File: src/rtl/gpab_pkg.sv
package gpab_pkg;

    localparam int ADDR_W = 8;

    localparam logic [ADDR_W-1:0] OFF_PA_PIN  = 8'h00;
    localparam logic [ADDR_W-1:0] OFF_PA_LAT  = 8'h04;
    localparam logic [ADDR_W-1:0] OFF_PA_DIR  = 8'h08;
    localparam logic [ADDR_W-1:0] OFF_PB_PIN  = 8'h0C;
    localparam logic [ADDR_W-1:0] OFF_PB_LAT  = 8'h10;
    localparam logic [ADDR_W-1:0] OFF_PB_DIR  = 8'h14;
    localparam logic [ADDR_W-1:0] OFF_INT_MN  = 8'h18;
    localparam logic [ADDR_W-1:0] OFF_INT_EP  = 8'h1C;
    localparam logic [ADDR_W-1:0] OFF_ANA_CFG = 8'h20;
    localparam logic [ADDR_W-1:0] OFF_CMP_CFG = 8'h24;

    localparam logic [7:0] PA_IMPL    = 8'h2F;
    localparam logic [7:0] PA_CMP_PIN = 8'h0F;
    localparam logic [7:0] PA_VREF    = 8'h04;
    localparam logic [7:0] PB_DBG     = 8'hC0;

    localparam logic [7:0] PA_DIR_RST = 8'h2F;
    localparam logic [7:0] PB_DIR_RST = 8'hFF;
    localparam logic [7:0] LAT_RST    = 8'h00;
    localparam logic [7:0] PA_ANA_RST = 8'h2F;
    localparam logic [7:0] PB_ANA_RST = 8'h1F;
    localparam logic [7:0] INT_MN_RST = 8'h00;
    localparam logic [7:0] INT_EP_RST = 8'h80;
    localparam logic [3:0] CMP_RST    = 4'h0;

    localparam int BIT_CHG_FLAG = 0;
    localparam int BIT_CHG_EN   = 3;
    localparam int BIT_PU_N     = 7;
    localparam int BIT_CHG_PRIO = 0;
    localparam int BIT_CMP_ON   = 0;
    localparam int BIT_VREF_OE  = 1;
    localparam int BIT_C1_OE    = 2;
    localparam int BIT_C2_OE    = 3;
    localparam int PIN_CAP2     = 3;
    localparam int PIN_C1       = 5;
    localparam int PIN_C2       = 5;
    localparam int PIN_DCLK     = 6;
    localparam int PIN_DDAT     = 7;

    localparam logic [1:0] RESP_OKAY   = 2'h0;
    localparam logic [1:0] RESP_SLVERR = 2'h2;

    typedef struct packed {
        logic              awvalid;
        logic [ADDR_W-1:0] awaddr;
        logic              wvalid;
        logic [31:0]       wdata;
        logic [3:0]        wstrb;
        logic              bready;
        logic              arvalid;
        logic [ADDR_W-1:0] araddr;
        logic              rready;
    } gpab_axi_req_t;

    typedef struct packed {
        logic        awready;
        logic        wready;
        logic        bvalid;
        logic [1:0]  bresp;
        logic        arready;
        logic        rvalid;
        logic [31:0] rdata;
        logic [1:0]  rresp;
    } gpab_axi_rsp_t;

endpackage : gpab_pkg

File: src/rtl/gpab_ports.sv
// How it works
// (RL1) port A has five pins: bits 0-3 and 5; other bits read zero
// (RL2) direction 1 floats the driver (input); 0 drives the latch onto the pin
// (RL3) pin register reads pin levels; writing it stores into the output latch
// (RL4) latch register is mapped and reads back the latch, not the pins
// (RL5) analog select per pin; analog pins read zero digitally
// (RL6) after reset port A pins 0-3 and 5 are analog, reading zero
// (RL7) comparators use pins 0,3 and 5; comparators on disables pins 0-3 digital input
// (RL8) direction bits still drive outputs on analog pins; software keeps them 1
// (RL9) reference output on pin A2 disables its digital output and input
// (RL10) output path drives the latch whatever the analog selection
// (RL11) port B: eight pins with direction, latch and pin registers like port A
// (RL12) clearing pull-up enable bit 7 turns on all port B weak pull-ups
// (RL13) pull-up off on output pins; all pull-ups off after reset
// (RL14) after reset port B pins 0-4 analog reading zero, 5-7 digital inputs
// (RL15) input pins B4-B7 compared to value latched at last read; mismatch sets flag
// (RL16) flag keeps setting while mismatch lasts; port B access re-arms reference
// (RL17) software reads or writes port B, then clears the flag
// (RL18) enabled port change event raises a wake request
// (RL19) software should not poll port B while change detection is used
// (RL20) select bit 0 puts unit-two output on B3 when output, capture when input
// (RL21) enabled comparator output overrides latch on B5 or A5 when output
// (RL22) debug enabled: B6 is debug clock in, B7 debug data, nothing else
// (RL23) change interrupt gated by enable bit 3; priority from bit 0
// (RL24) pin inputs are synchronised before reads and change detection
//
// Register access over AXI4-Lite and the register addresses were left to the implementer.
`timescale 1ns/1ps
`default_nettype none
module gpab_ports
    import gpab_pkg::*;
(
    input  wire logic                   MCLK,
    input  wire logic                   RESET,
    input  wire gpab_pkg::gpab_axi_req_t AXI_REQ,
    output var  gpab_pkg::gpab_axi_rsp_t AXI_RSP,
    input  wire logic [7:0]             PA_I,
    output var  logic [7:0]             PA_O,
    output var  logic [7:0]             PA_OE,
    input  wire logic [7:0]             PB_I,
    output var  logic [7:0]             PB_O,
    output var  logic [7:0]             PB_OE,
    output var  logic [7:0]             PB_PU,
    input  wire logic                   COMPARATOR_ONE_OUTPUT,
    input  wire logic                   COMPARATOR_TWO_OUTPUT,
    input  wire logic                   CAPTURE_UNIT_TWO_PIN_SELECT,
    input  wire logic                   UNIT_TWO_OUT,
    input  wire logic                   UNIT_TWO_OUT_EN,
    output var  logic                   UNIT_TWO_CAPTURE_IN,
    input  wire logic                   DEBUG_EN,
    input  wire logic                   DEBUG_DATA_OUT,
    input  wire logic                   DEBUG_DATA_OE,
    output var  logic                   DEBUG_CLOCK_IN,
    output var  logic                   DEBUG_DATA_IN,
    output var  logic                   PORT_CHANGE_IRQ,
    output var  logic                   PORT_CHANGE_PRIORITY,
    output var  logic                   WAKE_REQ
);
    import gpab_pkg::*;

    logic [7:0] pa_s1_r, pa_s2_r, pa_s3_r, pa_f_r;
    logic [7:0] pb_s1_r, pb_s2_r, pb_s3_r, pb_f_r;
    logic [7:0] pa_lat_r, pa_dir_r, pb_lat_r, pb_dir_r;
    logic [7:0] pa_ana_r, pb_ana_r;
    logic [3:0] cmp_r;
    logic [7:0] int_mn_r, int_ep_r;
    logic [7:4] chg_ref_r;
    logic       chg_flag_r;

    logic              aw_got_r, w_got_r;
    logic [ADDR_W-1:0] aw_addr_r;
    logic [31:0]       w_data_r;
    logic [3:0]        w_strb_r;
    logic              wr_fire;
    logic              rd_fire;
    logic [7:0]        pa_dig, pb_dig;
    logic [7:4]        mismatch;
    logic              chg_req;

    // one function serves both write and read decode
    function automatic logic hit(input logic [ADDR_W-1:0] a,
                                 input logic [ADDR_W-1:0] off);
        hit = ({a[ADDR_W-1:2], 2'b00} == off);
    endfunction : hit

    function automatic logic mapped(input logic [ADDR_W-1:0] a);
        mapped = hit(a, OFF_PA_PIN) | hit(a, OFF_PA_LAT) | hit(a, OFF_PA_DIR)
               | hit(a, OFF_PB_PIN) | hit(a, OFF_PB_LAT) | hit(a, OFF_PB_DIR)
               | hit(a, OFF_INT_MN) | hit(a, OFF_INT_EP)
               | hit(a, OFF_ANA_CFG) | hit(a, OFF_CMP_CFG);
    endfunction : mapped

    // a bit keeps its old level while stages 2 and 3 disagree
    function automatic logic [7:0] settle(input logic [7:0] s2, s3, f);
        settle = (s2 & ~(s2 ^ s3)) | (f & (s2 ^ s3));
    endfunction : settle

    // 3-stage synchroniser; a change is accepted once stages 2 and 3 agree
    always_ff @(posedge MCLK) begin
        if (RESET) begin
            pa_s1_r <= 8'h00;
            pa_s2_r <= 8'h00;
            pa_s3_r <= 8'h00;
            pa_f_r  <= 8'h00;
            pb_s1_r <= 8'h00;
            pb_s2_r <= 8'h00;
            pb_s3_r <= 8'h00;
            pb_f_r  <= 8'h00;
        end else begin
            pa_s1_r <= PA_I;
            pa_s2_r <= pa_s1_r;
            pa_s3_r <= pa_s2_r;
            pb_s1_r <= PB_I;
            pb_s2_r <= pb_s1_r;
            pb_s3_r <= pb_s2_r;
            pa_f_r  <= settle(pa_s2_r, pa_s3_r, pa_f_r); // see RL24
            pb_f_r  <= settle(pb_s2_r, pb_s3_r, pb_f_r); // see RL24
        end
    end

    // digital read paths: analog, comparator and reference uses force zero
    always_comb begin
        pa_dig = pa_f_r & PA_IMPL & ~pa_ana_r; // see RL1 see RL5
        if (cmp_r[BIT_CMP_ON]) begin
            pa_dig = pa_dig & ~PA_CMP_PIN; // see RL7
        end
        if (cmp_r[BIT_VREF_OE]) begin
            pa_dig = pa_dig & ~PA_VREF; // see RL9
        end
        pb_dig = pb_f_r & ~pb_ana_r; // see RL11
        if (DEBUG_EN) begin
            pb_dig = pb_dig & ~PB_DBG; // see RL22
        end
    end

    // AXI4-Lite write side: address and data taken in either order
    // readies stay low until the response is taken: one write at a time
    assign wr_fire = aw_got_r & w_got_r & ~AXI_RSP.bvalid;
    assign rd_fire = AXI_REQ.arvalid & AXI_RSP.arready;

    always_ff @(posedge MCLK) begin
        if (RESET) begin
            aw_got_r        <= 1'b0;
            w_got_r         <= 1'b0;
            aw_addr_r       <= '0;
            w_data_r        <= 32'h0000_0000;
            w_strb_r        <= 4'h0;
            AXI_RSP.awready <= 1'b1;
            AXI_RSP.wready  <= 1'b1;
            AXI_RSP.bvalid  <= 1'b0;
            AXI_RSP.bresp   <= RESP_OKAY;
        end else begin
            if (AXI_REQ.awvalid && AXI_RSP.awready) begin
                aw_got_r        <= 1'b1;
                aw_addr_r       <= AXI_REQ.awaddr;
                AXI_RSP.awready <= 1'b0;
            end
            if (AXI_REQ.wvalid && AXI_RSP.wready) begin
                w_got_r        <= 1'b1;
                w_data_r       <= AXI_REQ.wdata;
                w_strb_r       <= AXI_REQ.wstrb;
                AXI_RSP.wready <= 1'b0;
            end
            if (wr_fire) begin
                aw_got_r       <= 1'b0;
                w_got_r        <= 1'b0;
                AXI_RSP.bvalid <= 1'b1;
                AXI_RSP.bresp  <= mapped(aw_addr_r) ? RESP_OKAY : RESP_SLVERR;
            end
            if (AXI_RSP.bvalid && AXI_REQ.bready) begin
                AXI_RSP.bvalid  <= 1'b0;
                AXI_RSP.awready <= 1'b1;
                AXI_RSP.wready  <= 1'b1;
            end
        end
    end

    // AXI4-Lite read side: data registered one cycle after the address
    always_ff @(posedge MCLK) begin
        if (RESET) begin
            AXI_RSP.arready <= 1'b1;
            AXI_RSP.rvalid  <= 1'b0;
            AXI_RSP.rdata   <= 32'h0000_0000;
            AXI_RSP.rresp   <= RESP_OKAY;
        end else begin
            if (rd_fire) begin
                AXI_RSP.arready <= 1'b0;
                AXI_RSP.rvalid  <= 1'b1;
                AXI_RSP.rresp   <= mapped(AXI_REQ.araddr) ? RESP_OKAY : RESP_SLVERR;
                AXI_RSP.rdata   <= 32'h0000_0000;
                unique case (1'b1)
                    hit(AXI_REQ.araddr, OFF_PA_PIN):
                        AXI_RSP.rdata[7:0] <= pa_dig; // see RL3
                    hit(AXI_REQ.araddr, OFF_PA_LAT):
                        AXI_RSP.rdata[7:0] <= pa_lat_r; // see RL4
                    hit(AXI_REQ.araddr, OFF_PA_DIR):
                        AXI_RSP.rdata[7:0] <= pa_dir_r;
                    hit(AXI_REQ.araddr, OFF_PB_PIN):
                        AXI_RSP.rdata[7:0] <= pb_dig; // see RL3
                    hit(AXI_REQ.araddr, OFF_PB_LAT):
                        AXI_RSP.rdata[7:0] <= pb_lat_r; // see RL4
                    hit(AXI_REQ.araddr, OFF_PB_DIR):
                        AXI_RSP.rdata[7:0] <= pb_dir_r;
                    hit(AXI_REQ.araddr, OFF_INT_MN): begin
                        AXI_RSP.rdata[7:0] <= int_mn_r;
                        AXI_RSP.rdata[BIT_CHG_FLAG] <= chg_flag_r;
                    end
                    hit(AXI_REQ.araddr, OFF_INT_EP):
                        AXI_RSP.rdata[7:0] <= int_ep_r;
                    hit(AXI_REQ.araddr, OFF_ANA_CFG):
                        AXI_RSP.rdata[15:0] <= {pb_ana_r, pa_ana_r};
                    hit(AXI_REQ.araddr, OFF_CMP_CFG):
                        AXI_RSP.rdata[3:0] <= cmp_r;
                    default: ;
                endcase
            end
            if (AXI_RSP.rvalid && AXI_REQ.rready) begin
                AXI_RSP.rvalid  <= 1'b0;
                AXI_RSP.arready <= 1'b1;
            end
        end
    end

    // latches and directions; writes to a pin register land in its latch
    always_ff @(posedge MCLK) begin
        if (RESET) begin
            pa_lat_r <= LAT_RST;
            pb_lat_r <= LAT_RST;
            pa_dir_r <= PA_DIR_RST;
            pb_dir_r <= PB_DIR_RST;
        end else if (wr_fire && w_strb_r[0]) begin
            if (hit(aw_addr_r, OFF_PA_PIN) || hit(aw_addr_r, OFF_PA_LAT)) begin
                pa_lat_r <= w_data_r[7:0] & PA_IMPL; // see RL3 see RL1
            end
            if (hit(aw_addr_r, OFF_PB_PIN) || hit(aw_addr_r, OFF_PB_LAT)) begin
                pb_lat_r <= w_data_r[7:0]; // see RL3 see RL11
            end
            if (hit(aw_addr_r, OFF_PA_DIR)) begin
                pa_dir_r <= w_data_r[7:0] & PA_IMPL;
            end
            if (hit(aw_addr_r, OFF_PB_DIR)) begin
                pb_dir_r <= w_data_r[7:0];
            end
        end
    end

    // analog and comparator selection; resets to analog on the shared pins
    always_ff @(posedge MCLK) begin
        if (RESET) begin
            pa_ana_r <= PA_ANA_RST; // see RL6
            pb_ana_r <= PB_ANA_RST; // see RL14
            cmp_r    <= CMP_RST;
        end else if (wr_fire) begin
            if (hit(aw_addr_r, OFF_ANA_CFG) && w_strb_r[0]) begin
                pa_ana_r <= w_data_r[7:0] & PA_IMPL; // see RL5
            end
            if (hit(aw_addr_r, OFF_ANA_CFG) && w_strb_r[1]) begin
                pb_ana_r <= w_data_r[15:8];
            end
            if (hit(aw_addr_r, OFF_CMP_CFG) && w_strb_r[0]) begin
                cmp_r <= w_data_r[3:0];
            end
        end
    end

    // interrupt control bits; the flag lives apart so hardware can set it
    always_ff @(posedge MCLK) begin
        if (RESET) begin
            int_mn_r <= INT_MN_RST;
            int_ep_r <= INT_EP_RST; // see RL13
        end else if (wr_fire && w_strb_r[0]) begin
            if (hit(aw_addr_r, OFF_INT_MN)) begin
                int_mn_r <= '0;
                int_mn_r[BIT_CHG_EN] <= w_data_r[BIT_CHG_EN]; // see RL23
            end
            if (hit(aw_addr_r, OFF_INT_EP)) begin
                int_ep_r <= '0;
                int_ep_r[BIT_PU_N]     <= w_data_r[BIT_PU_N]; // see RL12
                int_ep_r[BIT_CHG_PRIO] <= w_data_r[BIT_CHG_PRIO]; // see RL23
            end
        end
    end

    // change detect on input pins 7:4 only; output pins never mismatch
    // debug owns B6/B7, so a stale reference there must not fire
    assign mismatch = (pb_dig[7:4] ^ chg_ref_r) & pb_dir_r[7:4] // see RL15
                    & ~(DEBUG_EN ? PB_DBG[7:4] : 4'h0); // see RL22
    // wake and interrupt share one term so they cannot drift apart
    assign chg_req  = chg_flag_r && int_mn_r[BIT_CHG_EN];

    always_ff @(posedge MCLK) begin
        if (RESET) begin
            chg_ref_r  <= 4'h0;
            chg_flag_r <= 1'b0;
        end else begin
            // any bus access to the port B pin register re-arms the reference
            if ((rd_fire && hit(AXI_REQ.araddr, OFF_PB_PIN))
                || (wr_fire && hit(aw_addr_r, OFF_PB_PIN))) begin
                chg_ref_r <= pb_dig[7:4]; // see RL16 see RL17
            end
            // set wins over a same-cycle software clear
            if (|mismatch) begin
                chg_flag_r <= 1'b1; // see RL15 see RL16
            end else if (wr_fire && w_strb_r[0] && hit(aw_addr_r, OFF_INT_MN)) begin
                chg_flag_r <= w_data_r[BIT_CHG_FLAG];
            end
        end
    end

    // pin drivers; analog selection never blocks the output path
    always_ff @(posedge MCLK) begin
        if (RESET) begin
            PA_O  <= 8'h00;
            PA_OE <= 8'h00;
            PB_O  <= 8'h00;
            PB_OE <= 8'h00;
            PB_PU <= 8'h00;
        end else begin
            PA_OE <= ~pa_dir_r & PA_IMPL // see RL2 see RL8 see RL10
                   & ~(cmp_r[BIT_VREF_OE] ? PA_VREF : 8'h00); // see RL9
            PA_O  <= pa_lat_r;
            if (cmp_r[BIT_C2_OE] && !pa_dir_r[PIN_C2]) begin
                PA_O[PIN_C2] <= COMPARATOR_TWO_OUTPUT; // see RL21 see RL7
            end
            PB_OE <= ~pb_dir_r; // see RL2 see RL11
            PB_O  <= pb_lat_r;
            PB_PU <= int_ep_r[BIT_PU_N] ? 8'h00 : pb_dir_r; // see RL12 see RL13
            if (!CAPTURE_UNIT_TWO_PIN_SELECT && UNIT_TWO_OUT_EN && !pb_dir_r[PIN_CAP2]) begin
                PB_O[PIN_CAP2] <= UNIT_TWO_OUT; // see RL20
            end
            if (cmp_r[BIT_C1_OE] && !pb_dir_r[PIN_C1]) begin
                PB_O[PIN_C1] <= COMPARATOR_ONE_OUTPUT; // see RL21
            end
            if (DEBUG_EN) begin
                PB_OE[PIN_DCLK] <= 1'b0; // see RL22
                PB_OE[PIN_DDAT] <= DEBUG_DATA_OE;
                PB_O[PIN_DCLK]  <= 1'b0;
                PB_O[PIN_DDAT]  <= DEBUG_DATA_OUT;
                PB_PU[PIN_DCLK] <= 1'b0;
                PB_PU[PIN_DDAT] <= 1'b0;
            end
        end
    end

    // side-band outputs toward peripherals and the power controller
    always_ff @(posedge MCLK) begin
        if (RESET) begin
            UNIT_TWO_CAPTURE_IN  <= 1'b0;
            DEBUG_CLOCK_IN       <= 1'b0;
            DEBUG_DATA_IN        <= 1'b0;
            PORT_CHANGE_IRQ      <= 1'b0;
            PORT_CHANGE_PRIORITY <= 1'b0;
            WAKE_REQ             <= 1'b0;
        end else begin
            UNIT_TWO_CAPTURE_IN <= !CAPTURE_UNIT_TWO_PIN_SELECT
                                 && pb_dir_r[PIN_CAP2] && pb_f_r[PIN_CAP2]; // see RL20
            DEBUG_CLOCK_IN <= DEBUG_EN && pb_f_r[PIN_DCLK]; // see RL22
            DEBUG_DATA_IN  <= DEBUG_EN && pb_f_r[PIN_DDAT];
            PORT_CHANGE_IRQ      <= chg_req; // see RL23
            PORT_CHANGE_PRIORITY <= int_ep_r[BIT_CHG_PRIO];
            WAKE_REQ             <= chg_req; // see RL18
        end
    end

endmodule : gpab_ports
`default_nettype wire
File: config.mk
export PLATFORM = sky130hd
export DESIGN_NAME = gpab_ports
export DESIGN_NICKNAME = d
export VERILOG_FILES = /design/src/rtl/gpab_pkg.sv /design/src/rtl/gpab_ports.sv
export SDC_FILE = /design/constraint.sdc
export NUM_CORES = 1
export LEC_CHECK = 0
export BUFFER_PORTS_ARGS = -buffer_cell sky130_fd_sc_hd__buf_2
export CORE_MARGIN = 5
export CORE_UTILIZATION = 50
export CTS_CLUSTER_DIAMETER = 100
export DETAILED_ROUTE_END_ITERATION = 12
export PLACE_DENSITY = 0.75
export SYNTH_ARGS = -nofsm -noshare
export SYNTH_HDL_FRONTEND = slang
export SYNTH_SLANG_ARGS = --single-unit
File: constraint.sdc
create_clock -name MCLK -period 2.83 [get_ports MCLK]
set_input_delay 0.566 -clock MCLK [delete_from_list [all_inputs] [get_ports MCLK]]
set_output_delay 0.566 -clock MCLK [all_outputs]
set_load 0.1 [all_outputs]
Yosys cells after proc, flatten, opt, wreduce, memory -nomap -nowiden
Cells that the tools add are included.
- mux-type cells: 17
- bitwise gates (word level): 44
- eq/ne operators: 18
- reduce and logical (&&, ||, !) cells: 46
- operators with widths (operator ; count):
    $eq 6x3->1 const B ; 8
    $and 8x8->8 ; 5
    $pmux 4 s10 ; 1
    $not 8->8 ; 4
    $pmux 4 s8 ; 1
    $eq 6x2->1 const B ; 4
    $eq 6x4->1 const B ; 4
    $logic_and 1x1->1 ; 20
    $or 1x1->1 ; 18
    $reduce_and 2->1 ; 9
    $and 6x8->8 ; 2
    $mux 8 ; 2
    $or 8x8->8 ; 2
    $xor 8x8->8 ; 2
    $eq 6x1->1 const B ; 2
    $logic_not 6->1 ; 2
    $reduce_or 2->1 ; 5
    $and 4x4->4 ; 2
    $mux 2 ; 4
    $mux 4 ; 2
    $not 3->8 ; 1
    $not 6->8 ; 1
    $mux 3 ; 2
    $not 6->6 ; 1
    other kinds (10) ; 21
- register bits after elaboration: 210
- word-level logic and storage cells: 170
- input bits: 83

Depth between registers and ports, before layout
- word-level depth: 11
- depth in mapped cells: 6

Worst setup path before layout
Ideal clock, no wire load.
- path type: register -> register
- from: reg AXI_RSP[35] in the netlist's numbering
- to: reg AXI_RSP[2] in the netlist's numbering
- library setup time: 91 ps
- clock period less this slack: 2277 ps
- buffers on the path: 0
- cell stages (with the launch flop): 5
- slack: 553 ps
- arrival: 2186 ps
- cell sequence: dfxtp_1 > nand2_1 > nor4b_1 > nor2_1 > a311oi_1
- word-level cells in the longest chain between the ends: 1
- ends and longest elaborated chain (item ; line ; text):
    start: declaration ; gpab_ports.sv:36 ; output var gpab_pkg::gpab_axi_rsp_t AXI_RSP,
    $and 1x1->1 ; gpab_ports.sv:139 ; assign rd_fire = AXI_REQ.arvalid & AXI_RSP.arready;
Every way passes these cells.
A chain may end at the register's enable or synchronous reset.

Worst setup path after layout
- from: reg AXI_RSP[40] in the netlist's numbering
- to: out AXI_RSP[40] in the netlist's numbering
No word-level cell between the ends.

==> results.cfg <==
[cells_and_area]
final_common_cell = dfxtp_1
layout_common_cells = 191 x dfxtp_1, 119 x buf_2, 82 x nand2_1, 69 x nor2_1
diodes = 0
syn_to_final_growth_pct = 16.8
drive_above_1_share_pct = 19.7
layout.nets = 957

[status]
status = complete, no violations

[global_routing]
grt_overflow = 0
grt_use_total_pct = 20.1
grt_pass1_wl_mm = 26.3
grt_max_degree = 63
antenna_found_initial = 0
grt_pass1_vias = 5062

[power_and_ir_drop]
power_frac_comb_pct = 8.2
p_seq_share_pct = 49.4
p_leak_nw = 3.52
power_density_mw_per_mm2 = 670
clkPwrFrac_pct = 42.5
power_switching_mw = 1.38
p_int_mw = 4.27
ir_worst_vdd_mv = 0.429
sw_frac_of_total_pct = 24.5

[sta]
fmax_mhz = 501
grt_setup_unrepaired = no
hold_ws_ns = 0.313
post-route-min-period_ns = 2.00
max-slew-margin-rel_pct = 52.4
final_hold_viol_count = 0
worst_pin_slew_ns = 0.714
fin_crit_sh_pct = 70.6
drv_slew = 0
skew_ns = 0.00815
fin_tns_setup_ns = 0
setup_viol = 0

[cts]
h-tree-depth = 4
cts_setup_buffers = 0
cts_tree = built
cts.repair.resized = 0
clk_pin_slew_ns = 0.07
cts.path.max_buffers = 2
cts_buffers = 17
clock_sinks = 191
hold_buffers = 0
clk_latency_ns = 0.43
cts-root-buf = clkbuf_16

[synth]
ys.flop_type = dfxtp_1
synthArstFlopShare_pct = 0
avgSynthCellArea_um2 = 9.38
syn_inst = 771
syn-cell-area_mm2 = 0.00723
synth_edf_count = 0
ys_seq_area_share_pct = 52.9
synth_seq_cells = 191
synth_cell_types = 56
ys_warn_count = 0

[drt]
post_drt_wl_per_cell_um = 15.6
first_iter_violations = 475
ant_nets = 0
drt_wl_total_mm = 16.7
vias_per_cell = 5.19
num_vias = 5551
drc = 0
firstDrtPassIters = 5

[setup_path]
crit_type = reg2out
cp_slowest_stage_delay_ns = 0.51
cp.arrival_ns = 1.43
worstPathCellList = buf_2
crit_path_end_kind = primary output
crit_buf_inv = 1
path_max_fanout = 10
crit_slowest_cell = dfxtp_1
path_delay_family = flip-flops
critical_path_required_ns = 2.26
critPathLaunchType = flip-flop

[die]
die_x_um = 130
die_height_um = 130
core_mm2 = 0.0144
initial_core_util_pct = 50.3
die_area_mm2 = 0.0170
ios = 170
rows = 44

[placement]
gp_congestion = 0.861
port_buffers = 120
dp_hpwl_mm = 11.9

[run]
maxCapViolCount = 0

[worst_hold_path]
hold_class = in2reg
-- kinds of logic after synthesis --
group | synth area share (%)
compound gates | 12.5
xor+xnor | 0.485
buf+inv | 5.83
flops | 52.9
mux | 5.30
other cells | 0.0519
simple gates | 23.0
-- metrics by stage --
stage	cells	total power, mW	instance area, µm²	utilization [%]	setup WS, ns
after CTS	1069	5.70	8450	58.8	0.825
after floorplan	794	3.23	7320	-	0.553
final	1069	5.66	8450	58.8	0.832
after detailed placement	1039	3.31	7850	54.6	0.593
after global routing	1069	5.85	8450	58.8	0.683
after global placement	1039	3.31	7850	54.6	0.600
-- path summary, 6_finish.rpt --
path	slack (ns)	endpoint	depth (start not counted)	startpoint
hold reg to reg	0.43	pb_s2_r[7]	1	pb_s1_r[7]
setup / recovery	0.83	AXI_RSP[40]	1	AXI_RSP[40]
setup reg to reg	0.84	pa_dir_r[3]	3	aw_addr_r[6]
hold / removal	0.31	UNIT_TWO_CAPTURE_IN	2	CAPTURE_UNIT_TWO_PIN_SELECT
-- routing by layer --
layer / vias up / global-route usage, % / part of all wire, %
met1: 2525 / 26.8 / 44
met4: 0 / 7.21 / 1.7
met3: 22 / 4.75 / 8.3
met5: - / 0 / 0
met2: 202 / 31.9 / 46
li1: 2802 / - / -
-- power by group through the flow --
stage | combinational (mW) | clock [mW] | sequential [mW]
4_1_cts | 0.461 | 2.44 | 2.79
3_5_place_dp | 0.460 | 0 | 2.85
5_1_grt | 0.493 | 2.56 | 2.80
6_report | 0.461 | 2.40 | 2.79
2_1_floorplan | 0.341 | 0 | 2.89
3_3_place_gp | 0.457 | 0 | 2.85
-- Yosys cell counts (2+ instances only) --
| cell | count | area, µm² |
|---|---|---|
| a2111oi_0 | 3 | 26.3 |
| a211o_1 | 19 | 166 |
| a211o_2 | 5 | 50.1 |
| a211oi_1 | 4 | 30.0 |
| a21oi_1 | 62 | 310 |
| a22oi_1 | 2 | 15.0 |
| a311oi_1 | 4 | 35.0 |
| a31oi_1 | 2 | 12.5 |
| a32oi_1 | 2 | 17.5 |
| and2_1 | 9 | 56.3 |
| and3_1 | 6 | 37.5 |
| and3b_1 | 4 | 35.0 |
| buf_1 | 4 | 15.0 |
| buf_2 | 4 | 20.0 |
| buf_4 | 26 | 195 |
| clkbuf_1 | 33 | 124 |
| dfxtp_1 | 191 | 3820 |
| inv_1 | 15 | 56.3 |
| mux2_2 | 2 | 22.5 |
| mux2i_1 | 36 | 360 |
| nand2_1 | 82 | 308 |
| nand2b_1 | 8 | 50.1 |
| nand3_1 | 22 | 110 |
| nand3b_1 | 5 | 37.5 |
| nand4_1 | 3 | 18.8 |
| nor2_1 | 69 | 259 |
| nor2b_1 | 62 | 388 |
| nor3_1 | 14 | 70.1 |
| nor3b_1 | 2 | 15.0 |
| nor4_1 | 3 | 18.8 |
| nor4_4 | 3 | 63.8 |
| nor4b_1 | 4 | 35.0 |
| o21ai_0 | 32 | 160 |
| o32a_1 | 3 | 30.0 |
| or3_1 | 2 | 12.5 |
| or4_1 | 2 | 15.0 |
| xnor2_1 | 2 | 17.5 |
| xor2_1 | 2 | 17.5 |
-- state kept, by name, indices dropped and copies added (netlist names), 4 cells and up, named ones only --
register / count
PA_OE: 5
PA_O: 5
pa_ana_r: 5
pa_dir_r: 5
w_data_r: 16
AXI_RSP: 23
PB_OE: 8
pb_dir_r: 8
cmp_r: 4
pb_lat_r: 8
PB_PU: 8
pa_s2_r: 5
aw_addr_r: 6
PB_O: 8
pb_s1_r: 8
chg_ref_r: 4
pb_s2_r: 8
pb_s3_r: 8
pa_s3_r: 5
pa_lat_r: 5
pa_s1_r: 5
pb_ana_r: 8
-- cell type report --
type / instances / area, µm²
sequential: 191 / 3820
tap: 184 / 230
inverter: 15 / 56.3
clock inverter: 9 / 134
fill: 1267 / 5920
timing repair buffer: 129 / 671
clock buffer: 21 / 460
multi-input combinational: 520 / 3070
Note: power is estimated with default switching activity, not from simulation.
